--- src/sensor_bank_pkg.sv ---
package sensor_bank_pkg;
  // ****************************************
  // register offsets
  // ****************************************
  localparam logic [7:0] OFS_BANDING = 8'h0C;
  localparam logic [7:0] OFS_HOLD = 8'h0D;
  localparam logic [7:0] OFS_EXPO = 8'h10;
  localparam logic [7:0] OFS_CLKRATE = 8'h11;
  localparam logic [7:0] OFS_MODE = 8'h12;
  localparam logic [7:0] OFS_AUTO = 8'h13;
  localparam logic [7:0] OFS_GAIN = 8'h14;
  localparam logic [7:0] OFS_TIMING = 8'h15;
  localparam logic [7:0] OFS_HST = 8'h17;
  localparam logic [7:0] OFS_HEND = 8'h18;
  localparam logic [7:0] OFS_VST = 8'h19;
  localparam logic [7:0] OFS_VWIN_END = 8'h1A;
  localparam logic [7:0] OFS_MAKER_HI = 8'h1C;
  localparam logic [7:0] OFS_MAKER_LO = 8'h1D;
  // ****************************************
  // reset values
  // ****************************************
  localparam logic [7:0] RST_BANDING = 8'h38;
  localparam logic [7:0] RST_HOLD = 8'h07;
  localparam logic [7:0] RST_EXPO = 8'h33;
  localparam logic [7:0] RST_CLKRATE = 8'h00;
  localparam logic [7:0] RST_MODE = 8'h00;
  localparam logic [7:0] RST_AUTO = 8'hC7;
  localparam logic [7:0] RST_GAIN = 8'h50;
  localparam logic [7:0] RST_TIMING = 8'h00;
  localparam logic [7:0] RST_HST = 8'h11;
  localparam logic [7:0] RST_HEND = 8'h75;
  localparam logic [7:0] RST_VST = 8'h01;
  localparam logic [7:0] RST_VWIN_END = 8'h97;
  // arbitrary neutral maker code
  localparam logic [7:0] MAKER_HI = 8'h5A;
  localparam logic [7:0] MAKER_LO = 8'h3C;
  // value read at reserved locations
  localparam logic [7:0] RSVD_READ = 8'h00;
  // ****************************************
  // field positions
  // ****************************************
  localparam int BIT_BAND_50 = 2;
  localparam int BIT_BAND_AUTO = 1;
  localparam int BIT_SNAP_SINGLE = 0;
  localparam int BIT_HOLD_PINS = 2;
  localparam int BIT_DOUBLER = 7;
  localparam int DIV_MSB = 5;
  localparam int BIT_SOFT_RESET = 7;
  localparam int RES_MSB = 6;
  localparam int RES_LSB = 4;
  localparam int BIT_COLORBAR = 1;
  localparam int BIT_BANDFILT = 5;
  localparam int BIT_AGC_AUTO = 2;
  localparam int BIT_EXPO_AUTO = 0;
  localparam int CEIL_MSB = 7;
  localparam int CEIL_LSB = 5;
  localparam int BIT_SWAP_A = 7;
  localparam int BIT_SWAP_B = 6;
  localparam int BIT_PCLK_GATE = 5;
  localparam int BIT_PCLK_EDGE = 4;
  localparam int BIT_LV_NEG = 3;
  localparam int BIT_VS_NEG = 1;
  localparam int BIT_HS_NEG = 0;
  // ****************************************
  // encodings
  // ****************************************
  localparam logic [2:0] RES_UXGA = 3'h0;
  localparam logic [2:0] RES_CIF = 3'h1;
  localparam logic [2:0] RES_SVGA = 3'h4;
  localparam logic [7:0] CEIL_MAX_GAIN = 8'h80;
  localparam int BAND_MIN_HZ = 120;
endpackage

--- src/sensor_control_register_bank.sv ---
`timescale 1ns/1ps
// Behaviour
// - bit2 picks 50Hz else 60Hz manually
// - bit1 selects automatic banding frequency
// - bit0 single frame versus live after snapshot
// - powerdown pins tristate or hold last
// - exposure is 16 bits from three registers
// - exposure clamped to one frame period
// - internal clock divided by value plus one
// - bit7 turns doublers on
// - soft reset restores all defaults
// - resolution code UXGA CIF SVGA
// - bit1 enables colour bar pattern
// - banding filter forces 1/120s minimum
// - bit2 automatic versus manual gain
// - bit0 automatic versus manual exposure
// - ceiling code to gain 2x..128x
// - pixel clock gated by line valid
// - data update edge selectable
// - line valid polarity select
// - sync outputs invertible
// - sync pin source swap in bypass
// - horizontal window 11 bits, two pixels
// - vertical window 10 bits, two lines
module sensor_control_register_bank (
  // clock and reset
  input wire logic clk_sys,
  input wire logic reset_n,
  // register port, one access per cycle
  input wire logic bank_sensor,
  input wire logic reg_wr,
  input wire logic reg_rd,
  input wire logic [7:0] reg_addr,
  input wire logic [7:0] reg_wdata,
  output logic [7:0] reg_rdata,
  // bits held in other registers
  input wire logic [5:0] exposure_high_bits,
  input wire logic [1:0] exposure_low_bits,
  input wire logic [2:0] hwin_start_low,
  input wire logic [2:0] hwin_end_low,
  input wire logic [1:0] vwin_start_low,
  input wire logic [1:0] vwin_end_low,
  input wire logic [15:0] frame_lines,
  input wire logic bypass_dsp,
  input wire logic band_detect_50,
  // raw timing and data from the array
  input wire logic powerdown,
  input wire logic line_valid_raw,
  input wire logic composite_hsync_raw,
  input wire logic vsync_raw,
  input wire logic hsync_raw,
  input wire logic pixel_clk_raw,
  input wire logic [7:0] pixel_raw,
  // control outputs
  output logic band_50hz,
  output logic band_filter_on,
  output logic [7:0] min_exposure_hz,
  output logic snapshot_single,
  output logic [15:0] exposure_eff,
  output logic [6:0] clk_divisor,
  output logic doubler_on,
  output logic soft_reset_pulse,
  output logic [2:0] resolution,
  output logic color_bar_on,
  output logic gain_auto,
  output logic exposure_auto,
  output logic [7:0] gain_ceiling,
  output logic pclk_update_rising,
  output logic [10:0] hwin_start,
  output logic [10:0] hwin_end,
  output logic [9:0] vwin_start,
  output logic [9:0] vwin_end,
  // pins
  output logic pclk_out,
  output logic sync_pin_a,
  output logic sync_pin_b,
  output logic vsync_out,
  output logic hsync_out,
  output logic [7:0] data_out,
  output logic data_oe_n
);
  // ****************************************
  // reset synchroniser
  // ****************************************
  logic rst_meta_reg;
  logic rst_sync_n_reg;
  // two stage release
  always_ff @(posedge clk_sys or negedge reset_n) begin
    if (!reset_n) begin
      rst_meta_reg <= 1'b0;
      rst_sync_n_reg <= 1'b0;
    end else begin
      rst_meta_reg <= 1'b1;
      rst_sync_n_reg <= rst_meta_reg;
    end
  end

  // ****************************************
  // register storage
  // ****************************************
  logic [7:0] banding_config_reg;
  logic [7:0] output_hold_config_reg;
  logic [7:0] exposure_mid_reg;
  logic [7:0] clock_rate_config_reg;
  logic [7:0] sensor_mode_config_reg;
  logic [7:0] auto_control_config_reg;
  logic [7:0] gain_limit_config_reg;
  logic [7:0] output_timing_config_reg;
  logic [7:0] hwin_start_high_reg;
  logic [7:0] hwin_end_high_reg;
  logic [7:0] vwin_start_high_reg;
  logic [7:0] vwin_end_high_reg;
  logic soft_reset_reg;
  logic wr_ok;
  // write only when the sensor bank is chosen
  assign wr_ok = reg_wr && bank_sensor;

  // soft reset pulse, one cycle after the write
  always_ff @(posedge clk_sys or negedge rst_sync_n_reg) begin
    if (!rst_sync_n_reg) begin
      soft_reset_reg <= 1'b0;
    end else begin
      soft_reset_reg <= wr_ok && reg_addr == sensor_bank_pkg::OFS_MODE
        && reg_wdata[sensor_bank_pkg::BIT_SOFT_RESET];
    end
  end

  // register writes; soft reset restores defaults
  always_ff @(posedge clk_sys or negedge rst_sync_n_reg) begin
    if (!rst_sync_n_reg) begin
      banding_config_reg <= sensor_bank_pkg::RST_BANDING;
      output_hold_config_reg <= sensor_bank_pkg::RST_HOLD;
      exposure_mid_reg <= sensor_bank_pkg::RST_EXPO;
      clock_rate_config_reg <= sensor_bank_pkg::RST_CLKRATE;
      sensor_mode_config_reg <= sensor_bank_pkg::RST_MODE;
      auto_control_config_reg <= sensor_bank_pkg::RST_AUTO;
      gain_limit_config_reg <= sensor_bank_pkg::RST_GAIN;
      output_timing_config_reg <= sensor_bank_pkg::RST_TIMING;
      hwin_start_high_reg <= sensor_bank_pkg::RST_HST;
      hwin_end_high_reg <= sensor_bank_pkg::RST_HEND;
      vwin_start_high_reg <= sensor_bank_pkg::RST_VST;
      vwin_end_high_reg <= sensor_bank_pkg::RST_VWIN_END;
    end else if (soft_reset_reg) begin
      // every register back to default
      banding_config_reg <= sensor_bank_pkg::RST_BANDING;
      output_hold_config_reg <= sensor_bank_pkg::RST_HOLD;
      exposure_mid_reg <= sensor_bank_pkg::RST_EXPO;
      clock_rate_config_reg <= sensor_bank_pkg::RST_CLKRATE;
      sensor_mode_config_reg <= sensor_bank_pkg::RST_MODE;
      auto_control_config_reg <= sensor_bank_pkg::RST_AUTO;
      gain_limit_config_reg <= sensor_bank_pkg::RST_GAIN;
      output_timing_config_reg <= sensor_bank_pkg::RST_TIMING;
      hwin_start_high_reg <= sensor_bank_pkg::RST_HST;
      hwin_end_high_reg <= sensor_bank_pkg::RST_HEND;
      vwin_start_high_reg <= sensor_bank_pkg::RST_VST;
      vwin_end_high_reg <= sensor_bank_pkg::RST_VWIN_END;
    end else if (wr_ok) begin
      case (reg_addr)
        sensor_bank_pkg::OFS_BANDING: begin
          banding_config_reg <= reg_wdata;
        end
        sensor_bank_pkg::OFS_HOLD: begin
          output_hold_config_reg <= reg_wdata;
        end
        sensor_bank_pkg::OFS_EXPO: begin
          exposure_mid_reg <= reg_wdata;
        end
        sensor_bank_pkg::OFS_CLKRATE: begin
          clock_rate_config_reg <= reg_wdata;
        end
        sensor_bank_pkg::OFS_MODE: begin
          // reset bit self clears
          sensor_mode_config_reg <= {1'b0, reg_wdata[6:0]};
        end
        sensor_bank_pkg::OFS_AUTO: begin
          auto_control_config_reg <= reg_wdata;
        end
        sensor_bank_pkg::OFS_GAIN: begin
          gain_limit_config_reg <= reg_wdata;
        end
        sensor_bank_pkg::OFS_TIMING: begin
          output_timing_config_reg <= reg_wdata;
        end
        sensor_bank_pkg::OFS_HST: begin
          hwin_start_high_reg <= reg_wdata;
        end
        sensor_bank_pkg::OFS_HEND: begin
          hwin_end_high_reg <= reg_wdata;
        end
        sensor_bank_pkg::OFS_VST: begin
          vwin_start_high_reg <= reg_wdata;
        end
        sensor_bank_pkg::OFS_VWIN_END: begin
          vwin_end_high_reg <= reg_wdata;
        end
        // reserved and read-only addresses ignored
        default: begin
        end
      endcase
    end
  end

  // ****************************************
  // read path
  // ****************************************
  // registered read data, held between reads
  always_ff @(posedge clk_sys or negedge rst_sync_n_reg) begin
    if (!rst_sync_n_reg) begin
      reg_rdata <= 8'h00;
    end else if (reg_rd && bank_sensor) begin
      case (reg_addr)
        sensor_bank_pkg::OFS_BANDING: reg_rdata <= banding_config_reg;
        sensor_bank_pkg::OFS_HOLD: reg_rdata <= output_hold_config_reg;
        sensor_bank_pkg::OFS_EXPO: reg_rdata <= exposure_mid_reg;
        sensor_bank_pkg::OFS_CLKRATE: reg_rdata <= clock_rate_config_reg;
        sensor_bank_pkg::OFS_MODE: reg_rdata <= sensor_mode_config_reg;
        sensor_bank_pkg::OFS_AUTO: reg_rdata <= auto_control_config_reg;
        sensor_bank_pkg::OFS_GAIN: reg_rdata <= gain_limit_config_reg;
        sensor_bank_pkg::OFS_TIMING: reg_rdata <= output_timing_config_reg;
        sensor_bank_pkg::OFS_HST: reg_rdata <= hwin_start_high_reg;
        sensor_bank_pkg::OFS_HEND: reg_rdata <= hwin_end_high_reg;
        sensor_bank_pkg::OFS_VST: reg_rdata <= vwin_start_high_reg;
        sensor_bank_pkg::OFS_VWIN_END: reg_rdata <= vwin_end_high_reg;
        sensor_bank_pkg::OFS_MAKER_HI: reg_rdata <= sensor_bank_pkg::MAKER_HI;
        sensor_bank_pkg::OFS_MAKER_LO: reg_rdata <= sensor_bank_pkg::MAKER_LO;
        default: reg_rdata <= sensor_bank_pkg::RSVD_READ;
      endcase
    end
  end

  // ****************************************
  // decoded controls
  // ****************************************
  logic [15:0] exposure_prog;
  logic [2:0] ceil_code;
  assign exposure_prog = {exposure_high_bits, exposure_mid_reg, exposure_low_bits};
  assign ceil_code = gain_limit_config_reg[sensor_bank_pkg::CEIL_MSB:sensor_bank_pkg::CEIL_LSB];

  // registered control decode
  always_ff @(posedge clk_sys or negedge rst_sync_n_reg) begin
    if (!rst_sync_n_reg) begin
      band_50hz <= 1'b0;
      band_filter_on <= 1'b0;
      min_exposure_hz <= 8'h00;
      snapshot_single <= 1'b0;
      exposure_eff <= 16'h0000;
      clk_divisor <= 7'h01;
      doubler_on <= 1'b0;
      resolution <= 3'h0;
      color_bar_on <= 1'b0;
      gain_auto <= 1'b0;
      exposure_auto <= 1'b0;
      gain_ceiling <= 8'h02;
      pclk_update_rising <= 1'b0;
      hwin_start <= 11'h000;
      hwin_end <= 11'h000;
      vwin_start <= 10'h000;
      vwin_end <= 10'h000;
    end else begin
      // auto detect overrides manual choice
      band_50hz <= banding_config_reg[sensor_bank_pkg::BIT_BAND_AUTO] ? band_detect_50
        : banding_config_reg[sensor_bank_pkg::BIT_BAND_50];
      band_filter_on <= auto_control_config_reg[sensor_bank_pkg::BIT_BANDFILT];
      min_exposure_hz <= auto_control_config_reg[sensor_bank_pkg::BIT_BANDFILT]
        ? 8'(sensor_bank_pkg::BAND_MIN_HZ) : 8'h00;
      snapshot_single <= banding_config_reg[sensor_bank_pkg::BIT_SNAP_SINGLE];
      // clamp to frame length
      exposure_eff <= (exposure_prog > frame_lines) ? frame_lines : exposure_prog;
      clk_divisor <= {1'b0, clock_rate_config_reg[sensor_bank_pkg::DIV_MSB:0]} + 7'h01;
      doubler_on <= clock_rate_config_reg[sensor_bank_pkg::BIT_DOUBLER];
      resolution <= sensor_mode_config_reg[sensor_bank_pkg::RES_MSB:sensor_bank_pkg::RES_LSB];
      color_bar_on <= sensor_mode_config_reg[sensor_bank_pkg::BIT_COLORBAR];
      gain_auto <= auto_control_config_reg[sensor_bank_pkg::BIT_AGC_AUTO];
      exposure_auto <= auto_control_config_reg[sensor_bank_pkg::BIT_EXPO_AUTO];
      // 2x shifted by code, top two codes 128x
      gain_ceiling <= (ceil_code[2] && ceil_code[1]) ? sensor_bank_pkg::CEIL_MAX_GAIN
        : 8'(8'h02 << ceil_code);
      pclk_update_rising <= output_timing_config_reg[sensor_bank_pkg::BIT_PCLK_EDGE];
      hwin_start <= {hwin_start_high_reg, hwin_start_low};
      hwin_end <= {hwin_end_high_reg, hwin_end_low};
      vwin_start <= {vwin_start_high_reg, vwin_start_low};
      vwin_end <= {vwin_end_high_reg, vwin_end_low};
    end
  end
  assign soft_reset_pulse = soft_reset_reg;

  // ****************************************
  // output pins
  // ****************************************
  logic lv_pol;
  assign lv_pol = line_valid_raw ^ output_timing_config_reg[sensor_bank_pkg::BIT_LV_NEG];

  // sync pins registered
  always_ff @(posedge clk_sys or negedge rst_sync_n_reg) begin
    if (!rst_sync_n_reg) begin
      sync_pin_a <= 1'b0;
      sync_pin_b <= 1'b0;
      vsync_out <= 1'b0;
      hsync_out <= 1'b0;
      pclk_out <= 1'b0;
    end else begin
      // swap only when processor bypassed
      sync_pin_a <= (bypass_dsp && output_timing_config_reg[sensor_bank_pkg::BIT_SWAP_A])
        ? lv_pol : composite_hsync_raw;
      sync_pin_b <= (bypass_dsp && output_timing_config_reg[sensor_bank_pkg::BIT_SWAP_B])
        ? composite_hsync_raw : lv_pol;
      vsync_out <= vsync_raw ^ output_timing_config_reg[sensor_bank_pkg::BIT_VS_NEG];
      hsync_out <= hsync_raw ^ output_timing_config_reg[sensor_bank_pkg::BIT_HS_NEG];
      // gated clock follows line valid
      pclk_out <= pixel_clk_raw && (!output_timing_config_reg[sensor_bank_pkg::BIT_PCLK_GATE]
        || line_valid_raw);
    end
  end

  // data pins: hold or release in power-down
  always_ff @(posedge clk_sys or negedge rst_sync_n_reg) begin
    if (!rst_sync_n_reg) begin
      data_out <= 8'h00;
      data_oe_n <= 1'b1;
    end else if (powerdown) begin
      data_oe_n <= !output_hold_config_reg[sensor_bank_pkg::BIT_HOLD_PINS];
    end else begin
      data_out <= pixel_raw;
      data_oe_n <= 1'b0;
    end
  end
endmodule

--- config.mk ---
export PLATFORM = sky130hd
export DESIGN_NAME = sensor_control_register_bank
export DESIGN_NICKNAME = d
export VERILOG_FILES = /design/src/sensor_bank_pkg.sv /design/src/sensor_control_register_bank.sv
export SDC_FILE = /design/constraint.sdc
export NUM_CORES = 1
export LEC_CHECK = 0
export BUFFER_PORTS_ARGS = -buffer_cell sky130_fd_sc_hd__buf_2
export CAP_MARGIN = 20
export CORE_MARGIN = 3
export CORE_UTILIZATION = 45
export CTS_CLUSTER_DIAMETER = 150
export DETAILED_ROUTE_END_ITERATION = 16
export MAX_ROUTING_LAYER = met4
export PLACE_DENSITY = 0.68
export SLEW_MARGIN = 10
export SYNTH_ARGS = -nofsm -noshare
export SYNTH_HDL_FRONTEND = slang
export SYNTH_SLANG_ARGS = --single-unit
--- constraint.sdc ---
create_clock -name clk_sys -period 10.5 [get_ports clk_sys]
set_input_delay 1.575 -clock clk_sys [delete_from_list [all_inputs] [get_ports clk_sys]]
set_output_delay 1.575 -clock clk_sys [all_outputs]
set_load 0.05 [all_outputs]
==> results_dict.tcl, run 1 <==
set metrics [dict create \
    yosysTopAreaCellShare_pct 48.8 \
    final_area_sq_um 10600 \
    slew_violations 0 \
    largest-register "exposure_eff" \
    cts_tree "built" \
    synth-main-ff-cell "dfrtp_1" \
    synth.largest_area_cell "dfrtp_1" \
    start_util_pct 46.2 \
    cts_root_buffer "clkbuf_16" \
    synth_area_leaders "dfrtp_1 (49%), dfstp_2 (9.9%), mux2i_1 (9.8%)" \
    fin_nets 1005 \
    powerDensity_nw_per_um2 171 \
    drt_first_pass_iters 5 \
    synth-simple-area-share_pct 12.3 \
    grt_max_degree 84 \
    ff2ff_path_depth 6 \
    synthAdderAreaFrac_pct 2.44 \
    placed_cell_area_sq_um 9790 \
    crit_start "frame_lines[1]" \
    synth_top_family_by_area "multiplexers" \
    finalPower_mw 1.80 \
    dp_hpwl_um 15900 \
    die_w_um 145 \
    grt_pass1_wl_um 37300 \
    n_fill_cell 1674 \
    worst_slew_pin_slew_ns 1.08 \
    synth_compound_area_share_pct 8.59 \
    numCtsBuffers 23 \
    cp-start-kind "input pin" \
    crit_required_ns 10.88 \
    clock_sinks 203 \
    die_h_um 145 \
    timing.reg2reg.setup_slack_ns 7.65 \
    synth_edf_count 0 \
    synth_xor_area_share_pct 0.703 \
    r2r-start "exposure_mid_reg[7]" \
    reg_top3 "exposure_eff x16, hwin_end x11, hwin_start x11" \
    r2r-end "exposure_eff[3]" \
    post-route-min-period_ns 3.63 \
    wire_per_inst_um 19.7 \
    path_class "in2reg" \
    core_sq_um 18900 \
    clk_pin_slew_worst_paths_ns 0.06 \
    io_pins 186 \
    max-slew-margin-rel_pct 27.5 \
    port-buffer-count 180 \
    place_congestion 0.979 \
    via_per_inst 5.41 \
    grt_pass1_vias 6448 \
    synth_cell_type_count 60 \
    h-tree-depth 1 \
    clk_path_buf_depth 3 \
    drc 0 \
    wl_um 23500 \
    drtIter0Drc 552 \
    ant_nets 0 \
    fin_worst_skew_ns 0.0204 \
    vdd_drop_max_uv 118 \
    syn-cell-area_sq_um 8720 \
    tns_ns 0 \
    arrival_ns 4.01 \
    drive_above_1_share_pct 32.1 \
    crit_slowest_cell "a31oi_1" \
    avgSynthCellArea_sq_um 11.6 \
    ctsHoldBuffers 0 \
    cts_setup_buffers 0 \
    synthMuxAreaShare_pct 13.2 \
    vias 6460 \
    status "complete, no violations" \
    final_cell_mix "buf_2 (180), dfrtp_1 (168), mux2i_1 (85)" \
    mostFrequentLayoutCell "buf_2" \
    hold_violations 0 \
    track_usage_pct 22.6 \
    syn_to_final_growth_pct 21.0 \
    crit_end "exposure_eff[3]" \
    cp_max_fo 9 \
    ys_ff_latch 203 \
    maxCapViolCount 0 \
    cts-resized-gates 0 \
    rsz0062_at_grt "no" \
    worstSetupEndpointType "flop" \
    p_leak_nw 5.29 \
    finalCritPeriodShare_pct 34.5 \
    rows 50 \
    hp-class "reg2async" \
    setup_viol 0 \
    synthCells 751 \
    die_area_sq_um 21100 \
    largest_reg_flops 16 \
    clock_latency_ns 0.51 \
    fmax_mhz 276 \
    seq_area_frac_synth_pct 58.7 \
    grt-ovfl-total 0 \
    antenna_found_initial 1 \
    synthArstFlopShare_pct 100 \
    path_cells "buf_2 -> inv_1 -> ha_1 -> nor2b_1 -> o211ai_1 -> a2111o_1 -> a31oi_1 -> buf_4 -> mux2_2" \
    slowest_delay_ns 0.75 \
    yosysWarnings 0 \
]
[stage by stage]
step | setup slack, ns | hold slack, ns | utilization (%) | std cells
2_1_floorplan | 4.48 | 0.331 | - | 755
3_3_place_gp | 6.39 | 0.320 | 51.8 | 1150
3_5_place_dp | 6.36 | 0.318 | 51.8 | 1150
4_1_cts | 6.88 | 0.319 | 55.6 | 1192
5_1_grt | 6.69 | 0.342 | 55.9 | 1195
6_report | 6.87 | 0.284 | 55.9 | 1195
[synth_stat cells, types with 3 or more instances]
library cell	instances
a211o_1	8
a211oi_1	3
a21oi_1	48
a22o_1	6
a22oi_1	3
a31oi_1	9
and2_1	3
and3_1	11
buf_1	3
buf_2	10
buf_4	9
clkbuf_1	31
dfrtp_1	170
dfstp_2	33
ha_1	17
inv_1	23
mux2_2	27
mux2i_1	85
nand2_1	61
nand3_1	32
nand4_1	4
nor2_1	64
nor2b_1	7
nor3_1	8
nor3_4	3
nor3b_1	3
o211ai_1	6
o21ai_0	13
or3_1	3
xnor2_1	4
xor2_1	3
[cells by family after synthesis]
family / count (synthesis)
AOI/OAI and AO/OA: 116
xor gates and xnor gates: 7
adders and majority gates: 17
buffers and inverters: 78
DFF: 203
muxes: 112
other: 2
and+or+nand+nor: 216
[worst max-delay path: cells and delay by family]
kind	cells	cell delay [ns]
simple gates	1	0.14
fa+ha+maj	1	0.28
buf+inv	3	0.44
mux	1	0.34
compound gates	3	1.23
[power by group]
| part | switching, mW | leakage (nW) | internal [mW] |
|---|---|---|---|
| combinational | 0.152 | 2.38 | 0.0583 |
| clock | 0.311 | 0.351 | 0.444 |
| sequential | 0.0208 | 2.55 | 0.817 |
| total | 0.484 | 5.29 | 1.32 |
[per-layer routing]
layer  vias up  part of all wire, %  track usage (%)  wire length, um
met1      3153                   43             31.7            10200
met4         0                  2.5             6.89              592
met5         -                    0                -                0
met2       298                   47             34.4            11100
li1       2962                    -                -                -
met3        47                  7.2             3.34             1690
[cell type report]
| type | count | area, sq um | area share [%] |
|---|---|---|---|
| diodes | 1 | 2.50 | 0.0237 |
| clock buffers | 31 | 626 | 5.93 |
| multi-input cells | 474 | 3280 | 31.1 |
| inverters | 24 | 90.1 | 0.854 |
| well taps | 260 | 325 | 3.08 |
| repair buffers | 191 | 1010 | 9.54 |
| flip-flops and latches | 203 | 5130 | 48.6 |
| clock inverters | 11 | 92.6 | 0.877 |
[how the worst min path moves through the flow]
| stage | to | cells after the start | slack, ns | start |
|---|---|---|---|---|
| finish | exposure_eff[12] | 0 | 0.28 | rst_sync_n_reg |
| global route | exposure_eff[13] | 0 | 0.34 | rst_sync_n_reg |
| global placement | exposure_eff[14] | 0 | 0.32 | rst_sync_n_reg |
| detailed placement | exposure_eff[14] | 0 | 0.32 | rst_sync_n_reg |
| CTS | exposure_eff[13] | 0 | 0.32 | rst_sync_n_reg |
| floorplan | rst_sync_n_reg | 0 | 0.33 | rst_meta_reg |
Note: power is estimated with default switching activity, not from simulation.
==> run 2, diff against run 1 <==
Settings changed: PLACE_DENSITY 0.68 to 0.7.
Clock period 10.5 ns to 3.3 ns, I/O delays scaled along.
==> run 2 against run 1 <==
  * Wire length grew 0.32%
  * Largest cell class unchanged
  * Hold slack got worse by 0.20 ns
  * Critical path type unchanged
  * Count of clock-buffer cells in the layout rose by 4
  * Combinational power grew to 3.2 times the previous value
==> results_dict.tcl, run 2 (same netlist as run 1, synthesis figures left out) <==
set metrics [dict create \
    status "complete, no violations" \
    die_h_um 145 \
    antenna_found_initial 1 \
    cts_tree "built" \
    worstSetupEndpointType "flop" \
    place_congestion 0.954 \
    cts_root_buffer "clkbuf_16" \
    grt_pass1_wl_um 37300 \
    drive_above_1_share_pct 33.0 \
    min-delay-start "hwin_start_low[2]" \
    hp-class "in2reg" \
    rsz0062_at_grt "no" \
    start_util_pct 46.2 \
    dp_hpwl_um 16400 \
    final_cell_mix "buf_2 (180), dfrtp_1 (168), mux2i_1 (85)" \
    via_per_inst 5.42 \
    core_sq_um 18900 \
    path_cells "buf_2 -> or4b_1 -> or3_1 -> nor3_4 -> mux2i_1 -> nand2_1" \
    worstHoldPathCells 1 \
    port-buffer-count 180 \
    fin_cells 1209 \
    rows 50 \
    wire_per_inst_um 19.5 \
    fin_nets 1019 \
    fin_util_pct 56.8 \
    drc 0 \
    slowest_delay_ns 0.66 \
    post-route-min-period_ns 2.30 \
    worst_slack_ns 0.997 \
    grt_pass1_vias 6466 \
    fmax_mhz 434 \
    clock_latency_ns 0.52 \
    powerDensity_nw_per_um2 559 \
    h-tree-depth 1 \
    hold_violations 0 \
    slew_violations 0 \
    fin_worst_skew_ns 0.0368 \
    r2r-start "exposure_mid_reg[7]" \
    drtIter0Drc 593 \
    mostFrequentLayoutCell "buf_2" \
    crit_required_ns 3.68 \
    max-slew-margin-rel_pct 38.2 \
    track_usage_pct 22.6 \
    dp.cells 1165 \
    ff2ff_path_depth 6 \
    ant_nets 0 \
    clock_sinks 203 \
    io_pins 186 \
    r2r-end "exposure_eff[14]" \
    crit_slowest_cell "or4b_1" \
    worst_slew_pin_slew_ns 0.926 \
    maxCapViolCount 0 \
    die_area_sq_um 21100 \
    wl_um 23600 \
    tns_ns 0 \
    setup_viol 0 \
    vdd_drop_max_uv 372 \
    hold_end "hwin_start[2]" \
    die_w_um 145 \
    vias 6556 \
    path_class "in2reg" \
    grt_max_degree 71 \
    cp_max_fo 10 \
    syn_to_final_growth_pct 23.1 \
    clk_path_buf_depth 3 \
    cp-start-kind "input pin" \
    grt-ovfl-total 0 \
    largest_reg_flops 16 \
    largest-register "exposure_eff" \
    finalCritPeriodShare_pct 69.8 \
    reg_top3 "exposure_eff x16, hwin_end x11, hwin_start x11" \
    numCtsBuffers 23 \
    p_leak_nw 5.40 \
    drt_first_pass_iters 5 \
    dp_slack_ns 0.526 \
    clk_pin_slew_worst_paths_ns 0.06 \
    timing.reg2reg.setup_slack_ns 1.07 \
    arrival_ns 2.69 \
]
==> run 2: cell types whose count changed in the layout (fill, tap and decap cells not counted), sizes merged <==
cell,change
dlygate4sd3,+1
clkinvlp,-2
clkbuf,+4
bufinv,+2
inv,+1
buf,+13
clkinv,-5
==> run 2: cell type report <==
class	count	area, sq um
Timing Repair Buffer	205	1120
Multi-Input combinational cell	474	3280
Antenna cell	1	2.50
Clock inverter	7	118
Tap cell	260	325
Inverter	24	90.1
Sequential cell	203	5130
Fill cell	1659	8150
Clock buffer	35	681
==> run 2: critical path, delay by kind of cell <==
family / cells / cell delay (ns)
and+or+nand+nor: 4 / 1.84
muxes: 1 / 0.24
buffers and inverters: 1 / 0.11
==> run 2: metal layers <==
layer	track usage, %	share of wire [%]	up-vias
met5	-	0	-
met4	8.36	4.0	0
met3	4.15	7.8	70
met2	34.5	46	295
met1	30.4	42	3200
li1	-	-	2991
==> run 2: how the worst max path moves through the flow <==
stage,startpoint,end,slack [ns],cells after the start
after floorplan,frame_lines[15],exposure_eff[10],0.73,7
after global placement,reg_addr[5],vwin_start_high_reg[3],0.54,6
after detailed placement,reg_addr[5],vwin_start_high_reg[0],0.53,6
after CTS,reg_addr[5],vwin_start_high_reg[0],1.02,6
after global routing,reg_addr[5],output_timing_config_reg[3],0.91,6
final,reg_addr[5],vwin_start_high_reg[0],1.0,6
==> run 2: where the power goes <==
| part | internal (mW) | total [mW] | switching [mW] |
|---|---|---|---|
| Combinational | 0.194 | 0.673 | 0.479 |
| Sequential | 2.60 | 2.67 | 0.0736 |
| Clock | 1.66 | 2.65 | 0.997 |
==> run 2: repair_timing <==
action,CTS,global route
gates resized for setup,0,0
endpoints found under the hold margin,2,0
hold buffers,1,0
setup buffers,0,0
==> run 2: per-stage QoR <==
| stage | hold slack [ns] | power, mW | instance area, sq um |
|---|---|---|---|
| final | 0.0824 | 6.00 | 10700 |
| after global routing | 0.0613 | 6.22 | 10700 |
| after CTS | 0.0606 | 6.06 | 10700 |
| after detailed placement | 0.284 | 3.39 | 9930 |
| after global placement | 0.282 | 3.38 | 9930 |
| after floorplan | 0.199 | 3.17 | 8740 |
